--- src/pkg/irf_regs.vh ---
// Register offsets, field positions, reset values for request flag block
`ifndef IRF_REGS_VH
`define IRF_REGS_VH

`define IRF_ADDR_W        16
`define IRF_OFS_DIRECT    16'hf510
`define IRF_OFS_SETCLR    16'hf514
`define IRF_OFS_POLARITY  16'hf518
`define IRF_OFS_CONTROL   16'hf51c
`define IRF_OFS_INT_EN    16'hf520
`define IRF_OFS_EXT_EN    16'hf524
`define IRF_OFS_EVT_STAT  16'hf528
`define IRF_OFS_EVT_MASK  16'hf52c

`define IRF_FLAG_W        16
`define IRF_CTL_W         3
`define IRF_CTL_DRIVE     2
`define IRF_CTL_EXTERNAL_POLARITY_INVERT    1
`define IRF_CTL_INTERNAL_POLARITY_INVERT    0
`define IRF_RST_FLAGS     16'h0000
`define IRF_RST_POL       16'h0000
`define IRF_RST_CTL       3'h3
`define IRF_RST_MASK      16'h0000
`define IRF_EVT_W         2
`define IRF_RESP_OKAY     2'h0
`define IRF_RESP_SLVERR   2'h2

`endif

--- src/design/irf_req_combine.v ---
// Per-bit polarity, enable masking and output polarity for the flag vector
`timescale 1ns/1ps
`include "irf_regs.vh"

module irf_req_combine #(
  parameter W = 16
) (
  // Flag state and settings
  input  wire [W-1:0] flags,
  input  wire [W-1:0] polarity,
  input  wire [W-1:0] intEnable,
  input  wire [W-1:0] extEnable,
  input  wire         intInvert,
  input  wire         extInvert,
  // Combined requests
  output wire [W-1:0] bitReq,
  output wire         intReq,
  output wire         extReq
);

  // Each bit requests when flag and polarity differ
  genvar i;
  generate
    for (i = 0; i < W; i = i + 1) begin : gBit
      assign bitReq[i] = flags[i] ^ polarity[i];
    end
  endgenerate

  // Enabled requests are ORed, then polarity-adjusted
  assign intReq = (|(bitReq & intEnable)) ^ intInvert;
  assign extReq = (|(bitReq & extEnable)) ^ extInvert;

endmodule

--- src/design/irf_request_flags.v ---
// Software interrupt request flag block with AXI4-Lite register slave
//
// Notes on behaviour
// - One 16-bit flag vector, reset zero, seen at direct and set/clear addresses.
// - Core write to set/clear alias sets flags where data bits are one.
// - Other master write to set/clear alias clears flags where data is one.
// - Write to the direct alias loads the bits of each strobed byte lane as written.
// - Per-bit request is flag XOR per-bit polarity; polarity resets zero.
// - Control bit 2 picks pin driver: zero open drain, one totem pole.
// - Control bit 1, reset one, inverts the external request.
// - Control bit 0, reset one, inverts the internal request.
// - Internal enable mask, reset zero, gates each request to internal cause.
// - External enable mask, reset zero, gates each request to external pin.
`timescale 1ns/1ps
`include "irf_regs.vh"

module irf_request_flags #(
  parameter W = 16
) (
  // Clock and reset
  input  wire        clk,
  input  wire        arst_n,
  // Master identity: high when the core issues the write
  input  wire        wrFromCore,
  // AXI4-Lite write address
  input  wire [15:0] s_axi_awaddr,
  input  wire [2:0]  s_axi_awprot,
  input  wire        s_axi_awvalid,
  output reg         s_axi_awready,
  // AXI4-Lite write data
  input  wire [31:0] s_axi_wdata,
  input  wire [3:0]  s_axi_wstrb,
  input  wire        s_axi_wvalid,
  output reg         s_axi_wready,
  // AXI4-Lite write response
  output reg  [1:0]  s_axi_bresp,
  output reg         s_axi_bvalid,
  input  wire        s_axi_bready,
  // AXI4-Lite read address
  input  wire [15:0] s_axi_araddr,
  input  wire [2:0]  s_axi_arprot,
  input  wire        s_axi_arvalid,
  output reg         s_axi_arready,
  // AXI4-Lite read data
  output reg  [31:0] s_axi_rdata,
  output reg  [1:0]  s_axi_rresp,
  output reg         s_axi_rvalid,
  input  wire        s_axi_rready,
  // Requests
  output reg         intRequest,
  output reg         extPinOut,
  output reg         extPinOe,
  output reg         irqOut
);

  // Register state
  reg [W-1:0]            flags_q;
  reg [W-1:0]            polarity_q;
  reg [`IRF_CTL_W-1:0]   control_q;
  reg [W-1:0]            intEn_q;
  reg [W-1:0]            extEn_q;
  reg [`IRF_EVT_W-1:0]   evtStat_q;
  reg [`IRF_EVT_W-1:0]   evtMask_q;
  // Request level history for the event detectors
  reg                    intReqPrev_q;
  reg                    extReqPrev_q;

  // Write channel capture
  reg [15:0]             awAddr_q;
  reg                    awHave_q;
  reg [31:0]             wData_q;
  reg [3:0]              wStrb_q;
  reg                    wHave_q;
  reg                    wCore_q;

  wire [W-1:0]           bitReq;
  wire                   intReq;
  wire                   extReq;

  // Request combining network
  irf_req_combine #(
    .W (W)
  ) uCombine (
    .flags     (flags_q),
    .polarity  (polarity_q),
    .intEnable (intEn_q),
    .extEnable (extEn_q),
    .intInvert (control_q[`IRF_CTL_INTERNAL_POLARITY_INVERT]),
    .extInvert (control_q[`IRF_CTL_EXTERNAL_POLARITY_INVERT]),
    .bitReq    (bitReq),
    .intReq    (intReq),
    .extReq    (extReq)
  );

  // Write completes once both address and data are held
  // Holding the response stalls further writes: one write is in flight
  wire doWrite = awHave_q && wHave_q && !s_axi_bvalid;

  // Byte-lane expansion of the strobes for the low half-word
  wire [W-1:0] laneMask = {{8{wStrb_q[1]}}, {8{wStrb_q[0]}}};
  wire [W-1:0] wBits    = wData_q[W-1:0] & laneMask;

  wire wrDirect = doWrite && (awAddr_q == `IRF_OFS_DIRECT);
  wire wrSetClr = doWrite && (awAddr_q == `IRF_OFS_SETCLR);
  wire wrKnown  = (awAddr_q == `IRF_OFS_DIRECT)   ||
                  (awAddr_q == `IRF_OFS_SETCLR)   ||
                  (awAddr_q == `IRF_OFS_POLARITY) ||
                  (awAddr_q == `IRF_OFS_CONTROL)  ||
                  (awAddr_q == `IRF_OFS_INT_EN)   ||
                  (awAddr_q == `IRF_OFS_EXT_EN)   ||
                  (awAddr_q == `IRF_OFS_EVT_STAT) ||
                  (awAddr_q == `IRF_OFS_EVT_MASK);

  // Next flag value; one storage behind both aliases
  // Direct alias wins; both aliases can never be addressed at once
  reg [W-1:0] flags_d;
  always @* begin
    flags_d = flags_q;
    if (wrDirect) begin
      flags_d = (flags_q & ~laneMask) | wBits;
    end else if (wrSetClr && wCore_q) begin
      flags_d = flags_q | wBits;
    end else if (wrSetClr) begin
      flags_d = flags_q & ~wBits;
    end
  end

  // Events: rising edges of the internal and external request levels
  // History is compared with the combined level, not the registered pins
  wire [`IRF_EVT_W-1:0] evtNow = {extReq & ~extReqPrev_q,
                                  intReq & ~intReqPrev_q};
  wire [`IRF_EVT_W-1:0] evtClr =
    (doWrite && awAddr_q == `IRF_OFS_EVT_STAT && wStrb_q[0]) ?
    wData_q[`IRF_EVT_W-1:0] : {`IRF_EVT_W{1'b0}};

  // Write channel acceptance, either order
  // Each ready pulses for one cycle; a second request is taken once the
  // pending write is done, but is not written until the response has drained
  always @(posedge clk or negedge arst_n) begin
    if (!arst_n) begin
      awHave_q      <= 1'b0;
      wHave_q       <= 1'b0;
      awAddr_q      <= 16'h0000;
      wData_q       <= 32'h0000_0000;
      wStrb_q       <= 4'h0;
      wCore_q       <= 1'b0;
      s_axi_awready <= 1'b0;
      s_axi_wready  <= 1'b0;
      s_axi_bvalid  <= 1'b0;
      s_axi_bresp   <= `IRF_RESP_OKAY;
    end else begin
      s_axi_awready <= 1'b0;
      s_axi_wready  <= 1'b0;
      if (s_axi_awvalid && !awHave_q && !s_axi_awready) begin
        s_axi_awready <= 1'b1;
        awHave_q      <= 1'b1;
        awAddr_q      <= {s_axi_awaddr[15:2], 2'b00};
        wCore_q       <= wrFromCore; // Identity sampled with the address
      end
      if (s_axi_wvalid && !wHave_q && !s_axi_wready) begin
        s_axi_wready <= 1'b1;
        wHave_q      <= 1'b1;
        wData_q      <= s_axi_wdata;
        wStrb_q      <= s_axi_wstrb;
      end
      if (doWrite) begin
        awHave_q     <= 1'b0;
        wHave_q      <= 1'b0;
        s_axi_bvalid <= 1'b1;
        s_axi_bresp  <= wrKnown ? `IRF_RESP_OKAY : `IRF_RESP_SLVERR;
      end else if (s_axi_bvalid && s_axi_bready) begin
        s_axi_bvalid <= 1'b0;
      end
    end
  end

  // Write selects, one per register
  wire wrPolarity = doWrite && (awAddr_q == `IRF_OFS_POLARITY);
  wire wrControl  = doWrite && (awAddr_q == `IRF_OFS_CONTROL) && wStrb_q[0];
  wire wrIntEn    = doWrite && (awAddr_q == `IRF_OFS_INT_EN);
  wire wrExtEn    = doWrite && (awAddr_q == `IRF_OFS_EXT_EN);
  wire wrEvtMask  = doWrite && (awAddr_q == `IRF_OFS_EVT_MASK) && wStrb_q[0];

  // Flag storage, edge history and sticky event status
  always @(posedge clk or negedge arst_n) begin
    if (!arst_n) begin
      flags_q      <= `IRF_RST_FLAGS;
      // History starts at the idle level the reset control bits give,
      // so leaving reset does not look like a request edge
      intReqPrev_q <= 1'b1;
      extReqPrev_q <= 1'b1;
      evtStat_q    <= {`IRF_EVT_W{1'b0}};
    end else begin
      flags_q      <= flags_d;
      intReqPrev_q <= intReq;
      extReqPrev_q <= extReq;
      // Set wins over a simultaneous write-one clear
      evtStat_q    <= (evtStat_q & ~evtClr) | evtNow;
    end
  end

  // Polarity and enable masks; strobes honoured per byte lane
  always @(posedge clk or negedge arst_n) begin
    if (!arst_n) begin
      polarity_q <= `IRF_RST_POL;
      intEn_q    <= `IRF_RST_MASK;
      extEn_q    <= `IRF_RST_MASK;
    end else begin
      if (wrPolarity) begin
        polarity_q <= (polarity_q & ~laneMask) | wBits;
      end
      if (wrIntEn) begin
        intEn_q <= (intEn_q & ~laneMask) | wBits;
      end
      if (wrExtEn) begin
        extEn_q <= (extEn_q & ~laneMask) | wBits;
      end
    end
  end

  // Control and event mask take only the low byte lane
  always @(posedge clk or negedge arst_n) begin
    if (!arst_n) begin
      control_q <= `IRF_RST_CTL;
      evtMask_q <= {`IRF_EVT_W{1'b0}};
    end else begin
      if (wrControl) begin
        control_q <= wData_q[`IRF_CTL_W-1:0];
      end
      if (wrEvtMask) begin
        evtMask_q <= wData_q[`IRF_EVT_W-1:0];
      end
    end
  end

  // Read mux; reserved bits read zero
  // Decoded from the live address so data is ready at acceptance
  reg [31:0] rdMux;
  reg        rdKnown;
  always @* begin
    rdMux   = 32'h0000_0000;
    rdKnown = 1'b1;
    case ({s_axi_araddr[15:2], 2'b00})
      `IRF_OFS_DIRECT:   rdMux[W-1:0] = flags_q;
      `IRF_OFS_SETCLR:   rdMux[W-1:0] = flags_q;
      `IRF_OFS_POLARITY: rdMux[W-1:0] = polarity_q;
      `IRF_OFS_CONTROL:  rdMux[`IRF_CTL_W-1:0] = control_q;
      `IRF_OFS_INT_EN:   rdMux[W-1:0] = intEn_q;
      `IRF_OFS_EXT_EN:   rdMux[W-1:0] = extEn_q;
      `IRF_OFS_EVT_STAT: rdMux[`IRF_EVT_W-1:0] = evtStat_q;
      `IRF_OFS_EVT_MASK: rdMux[`IRF_EVT_W-1:0] = evtMask_q;
      default:           rdKnown = 1'b0;
    endcase
  end

  // Read channel: one read at a time, answer raised in the same cycle as arready
  // Data is captured at acceptance, so a slow rready cannot see a later
  // register change
  always @(posedge clk or negedge arst_n) begin
    if (!arst_n) begin
      s_axi_arready <= 1'b0;
      s_axi_rvalid  <= 1'b0;
      s_axi_rdata   <= 32'h0000_0000;
      s_axi_rresp   <= `IRF_RESP_OKAY;
    end else begin
      s_axi_arready <= 1'b0;
      if (s_axi_arvalid && !s_axi_arready && !s_axi_rvalid) begin
        s_axi_arready <= 1'b1;
        s_axi_rvalid  <= 1'b1;
        s_axi_rdata   <= rdMux;
        s_axi_rresp   <= rdKnown ? `IRF_RESP_OKAY : `IRF_RESP_SLVERR;
      end else if (s_axi_rvalid && s_axi_rready) begin
        s_axi_rvalid <= 1'b0;
      end
    end
  end

  // Output stage: registered so no glitch reaches the pin or the core.
  // Open drain only pulls low; a high level needs the external pull-up.
  always @(posedge clk or negedge arst_n) begin
    if (!arst_n) begin
      intRequest <= 1'b0;
      extPinOut  <= 1'b0;
      extPinOe   <= 1'b0;
      irqOut     <= 1'b0;
    end else begin
      intRequest <= intReq;
      extPinOut  <= extReq;
      // Open drain mode enables the driver only while the request is low
      if (control_q[`IRF_CTL_DRIVE]) begin
        extPinOe <= 1'b1;
      end else begin
        extPinOe <= ~extReq;
      end
      // Event interrupt follows the sticky status through its mask
      irqOut <= |(evtStat_q & evtMask_q);
    end
  end

  // Protection bits carry no meaning here
  wire unusedProt = ^{s_axi_awprot, s_axi_arprot, bitReq,
                      wData_q[31:W], wStrb_q[3:2]};

endmodule

--- config.mk ---
export PLATFORM = sky130hd
export DESIGN_NAME = irf_request_flags
export DESIGN_NICKNAME = d
export VERILOG_FILES = /design/src/design/irf_req_combine.v /design/src/design/irf_request_flags.v
export VERILOG_INCLUDE_DIRS = /design/src /design/src/pkg
export SDC_FILE = /design/constraint.sdc
export NUM_CORES = 1
export LEC_CHECK = 0
export BUFFER_PORTS_ARGS = -buffer_cell sky130_fd_sc_hd__buf_2
export CAP_MARGIN = 20
export CORE_AREA = 2 2 117 119
export DETAILED_ROUTE_END_ITERATION = 8
export DIE_AREA = 0 0 119 121
export PLACE_DENSITY_LB_ADDON = 0.08
export SLEW_MARGIN = 20
export SYNTH_ARGS = -nofsm -noshare
export SYNTH_HDL_FRONTEND = slang
export SYNTH_SLANG_ARGS = --single-unit
--- constraint.sdc ---
create_clock -name clk -period 2.4 [get_ports clk]
set_input_delay 0.48 -clock clk [delete_from_list [all_inputs] [get_ports clk]]
set_output_delay 0.48 -clock clk [all_outputs]
set_load 0.005 [all_outputs]
# Word-level counts from Yosys, hierarchy flattened
# Index checks and enable logic that the tools add are counted.
# totals
regBits	137
inputBits	82
output_inout_bits	45
wordCells	153
# op_classes
eq_ne	16
n_mux	22
bitwise_logic	42
reduce_logical	46
# op_table
operator	n
$eq 14x14->1 const B	16
$and 16x16->16	8
$or 16x16->16	5
$pmux 13 s4	1
$mux 16	3
$not 16->16	2
$reduce_or 16->1	2
$logic_and 1x1->1	22
$xor 1x1->1	18
$pmux 2 s7	1
$mux 1	13
$reduce_bool 2->1	4
$reduce_or 8->1	1
$logic_not 1->1	7
$logic_or 1x1->1	7
$mux 2	3
$pmux 1 s5	1
$and 2x2->2	2
$reduce_or 2->1	2
$not 1->1	3
$reduce_bool 3->1	1
$and 1x1->1	2
$not 2->2	1
$or 2x2->2	1

# Logic depth before layout (Yosys ltp)
# logic_depth
depth_word	9
ltp_mapped	9
ltp_nobuf	5

# Modules after synthesis
# Synthesis repeated with hierarchy kept, for this count alone.
# unflattened
hier_cells	524
area_unflattened_um2	6387.4
# modules_own_cells
mod	n_inst	cells_each	area_each_um2	seq_area_each_um2
irf_request_flags	1	488	6064.6	3383.2
irf_req_combine	1	36	322.8	0.0

# Worst setup path before layout
# Ideal clock, no wire load.
# synth_timing
path_kind	register to register
from	reg awAddr_q[7]
to	reg with a tool-made name
setup_time_ns	0.125
arrival_ns	2.241
t_required_ns	2.275
path_slack_ns	0.035
path_stages_with_launch	7
path_buffers	1
period_less_slack_ns	2.365
path_cell_list	dfrtp_1 -> or4b_4 -> nor4_1 -> nor3b_2 -> and3_1 -> buf_4 -> mux2_2
# synth_rtl
element	line_no	rtl
from (decl)	irf_request_flags.v:69	reg [15:0] awAddr_q;
from (signal assigned)	irf_request_flags.v:157	awAddr_q <= {s_axi_awaddr[15:2], 2'b00};

==> metrics.yaml <==
power:
  p_switching_uw: 1970
  p_clk_share_pct: 37.1
  switching_share_pct: 29.3
  p_int_uw: 4750
  ir_worst_vdd_mv: 0.542
  p_comb_share_pct: 16.7
  p_leak_uw: 0.00362
  power_density_nw_per_um2: 868
  seq_power_share_pct: 46.2
layout:
  mostFrequentLayoutCells: "dfrtp_1 (131), buf_2 (79), mux2_2 (78)"
  area_growth_pct: 20.7
  diodes: 0
  final_core_util_pct: 59.2
  mostFrequentLayoutCell: "dfrtp_1"
  finalNetCount: 738
  layout-drive-gt1-share_pct: 35.9
worst_hold_path:
  worstHoldPathType: "in -> async"
timing:
  setup_viol: 0
  slew_headroom_pct: 44.9
  finalWorstPathRequiredPeriod_ps: 2350
  fin_skew_ps: 10.6
  hold_viol_final: 0
  worstMarginPinSlew_ps: 823
  fmax_mhz: 425
  tns_ps: 0
  drv_slew: 0
  period_share_pct: 97.9
  rsz0062_at_grt: "true"
routing:
  dr.pass1.iters: 4
  ant_nets: 0
  wirelength_mm: 15.6
  routed-via-count: 4715
  initialDrtViolationCount: 185
  drc: 0
  vias_per_cell: 5.58
  routedWlPerCell_um: 18.4
clock_tree:
  cts_buffers: 17
  clk_latency_ps: 420
  clk_pin_slew_ps: 50
  cts.path.max_buffers: 2
  holdBufCountCts: 0
  root_buffer: "clkbuf_16"
  clock_sinks: 135
  h-tree-depth: 4
  cts_tree: "yes"
worst_setup_path:
  start_kind: "register"
  path_class: "reg -> reg"
  crit_fanout: 14
  rrSetupSlack_ps: 50
  cp-end-kind: "register"
  cp.arrival_ps: 2650
  rr_worst_depth: 6
  reg2reg_from: "awAddr_q[7]$_DFFE_PN0P_"
  critPathRequiredTime_ps: 2700
synth:
  async_flop_share_pct: 100
  synthFlopType: "dfrtp_1"
  syn_area_um2: 6420
  ys_ff_latch: 135
  synth-seq-area-share_pct: 52.7
  synth_enable_flop_cells: 0
  yosysUniqueCellTypes: 50
  yosys_warnings: 0
  syn_inst: 554
  syn-mean-instance-area_um2: 11.6
grt:
  grt_pass1_wl_mm: 25.1
  grt.overflow.total: 0
  grt_use_total_pct: 23.2
  grt_pass1_vias: 4654
  grt_max_degree: 48
  grt_antenna_before_repair: 0
run:
  maxCapViolCount: 0
die:
  die_area_um2: 14400
  die_h_um: 121
  fp-row-count: 42
  start_util_pct: 49.0
  io_pins: 127
  core_area_um2: 13100
  fp.dieW_um: 119
placed_design:
  port_buffers: 80
  place.gp.congestion: 0.852
  post-dp-hpwl_mm: 10.9
status:
  status: "completed"
power by group through the flow:
stage / logic [µW] / registers (µW) / clock network, µW
after detailed placement: 1130 / 3130 / 0
after CTS: 1130 / 3090 / 2530
after global placement: 1090 / 3100 / 0
after floorplan: 866 / 2920 / 0
after global routing: 1260 / 3160 / 2640
final: 1130 / 3100 / 2490
per-layer routing:
metal	routed length [µm]	vias to the layer above	share of wire (%)	track usage (%)
met5	0	-	0	0
met4	198	0	1.3	7.14
met3	965	18	6.2	6.02
met2	7030	160	45	35.6
met1	7390	2330	47	32.4
li1	-	2207	-	-
cells in the mapped netlist, types with 7 or more instances:
cell	count	share of area [%]
nor3b_1	16	1.9
clkbuf_1	23	1.3
o21ai_0	44	3.4
a21oi_2	7	0.96
dfrtp_1	131	51
nand2_1	37	2.2
buf_4	19	2.2
nand3b_1	14	1.6
xor2_1	16	2.2
o22a_1	13	1.8
nor2_1	9	0.53
mux2_2	78	14
a22oi_1	31	3.6
a21oi_1	45	3.5
inv_1	8	0.47
worst max-delay path, cell delays in order, from the launching register on:
cell and delay, ps:
dfrtp_1 380, or4b_4 570, or4_4 500, nor4b_4 330
buf_12 180, mux2i_2 220, a21oi_2 40
repair_timing:
item / 4_1_cts / 5_1_grt
gates resized for setup: 0 / 2
setup buffers: 0 / 5
setup endpoints to repair: 0 / 42
endpoints found under the hold margin: 0 / 0
cell families (layout without fill, tap and decap cells):
family,Yosys count,count (layout),share of synthesized area (%)
flops,135,135,52.7
other cells,1,18,0.0584
compound gates,154,154,15.1
buf+inv,52,150,4.39
simple gates,115,115,11.2
xor+xnor,16,16,2.18
mux,81,81,14.4
final cells by class:
type,count,area [µm²]
Inverter,8,30.0
Multi-Input combinational cell,384,2840
Sequential cell,135,3380
Timing Repair Buffer,110,703
Clock inverter,3,40.0
Clock buffer,29,531
Fill cell,1141,5340
Tap cell,176,220
through the flow:
step | std cells | hold slack [ps] | total power [µW] | setup WS (ps) | cell area [µm²]
after floorplan | 571 | 184 | 3780 | 34.5 | 6480
after global placement | 808 | 457 | 4180 | 62.3 | 7120
after detailed placement | 808 | 465 | 4250 | 32.8 | 7120
after CTS | 840 | 53.2 | 6750 | 10.7 | 7690
after global routing | 845 | 73.4 | 7060 | -29.0 | 7740
final | 845 | 38.0 | 6720 | 49.7 | 7740
worst max path at each step:
stage	from	end	slack, ps	cells after the start
after floorplan	awAddr_q[7]$_DFFE_PN0P_	register	30	6
after global placement	awAddr_q[7]$_DFFE_PN0P_	register	60	6
after detailed placement	awAddr_q[7]$_DFFE_PN0P_	register	30	5
after CTS	awAddr_q[7]$_DFFE_PN0P_	register	10	5
after global routing	awAddr_q[7]$_DFFE_PN0P_	register	-30	6
final	awAddr_q[7]$_DFFE_PN0P_	register	50	6
No activity file was read; power rests on OpenSTA's default activity.
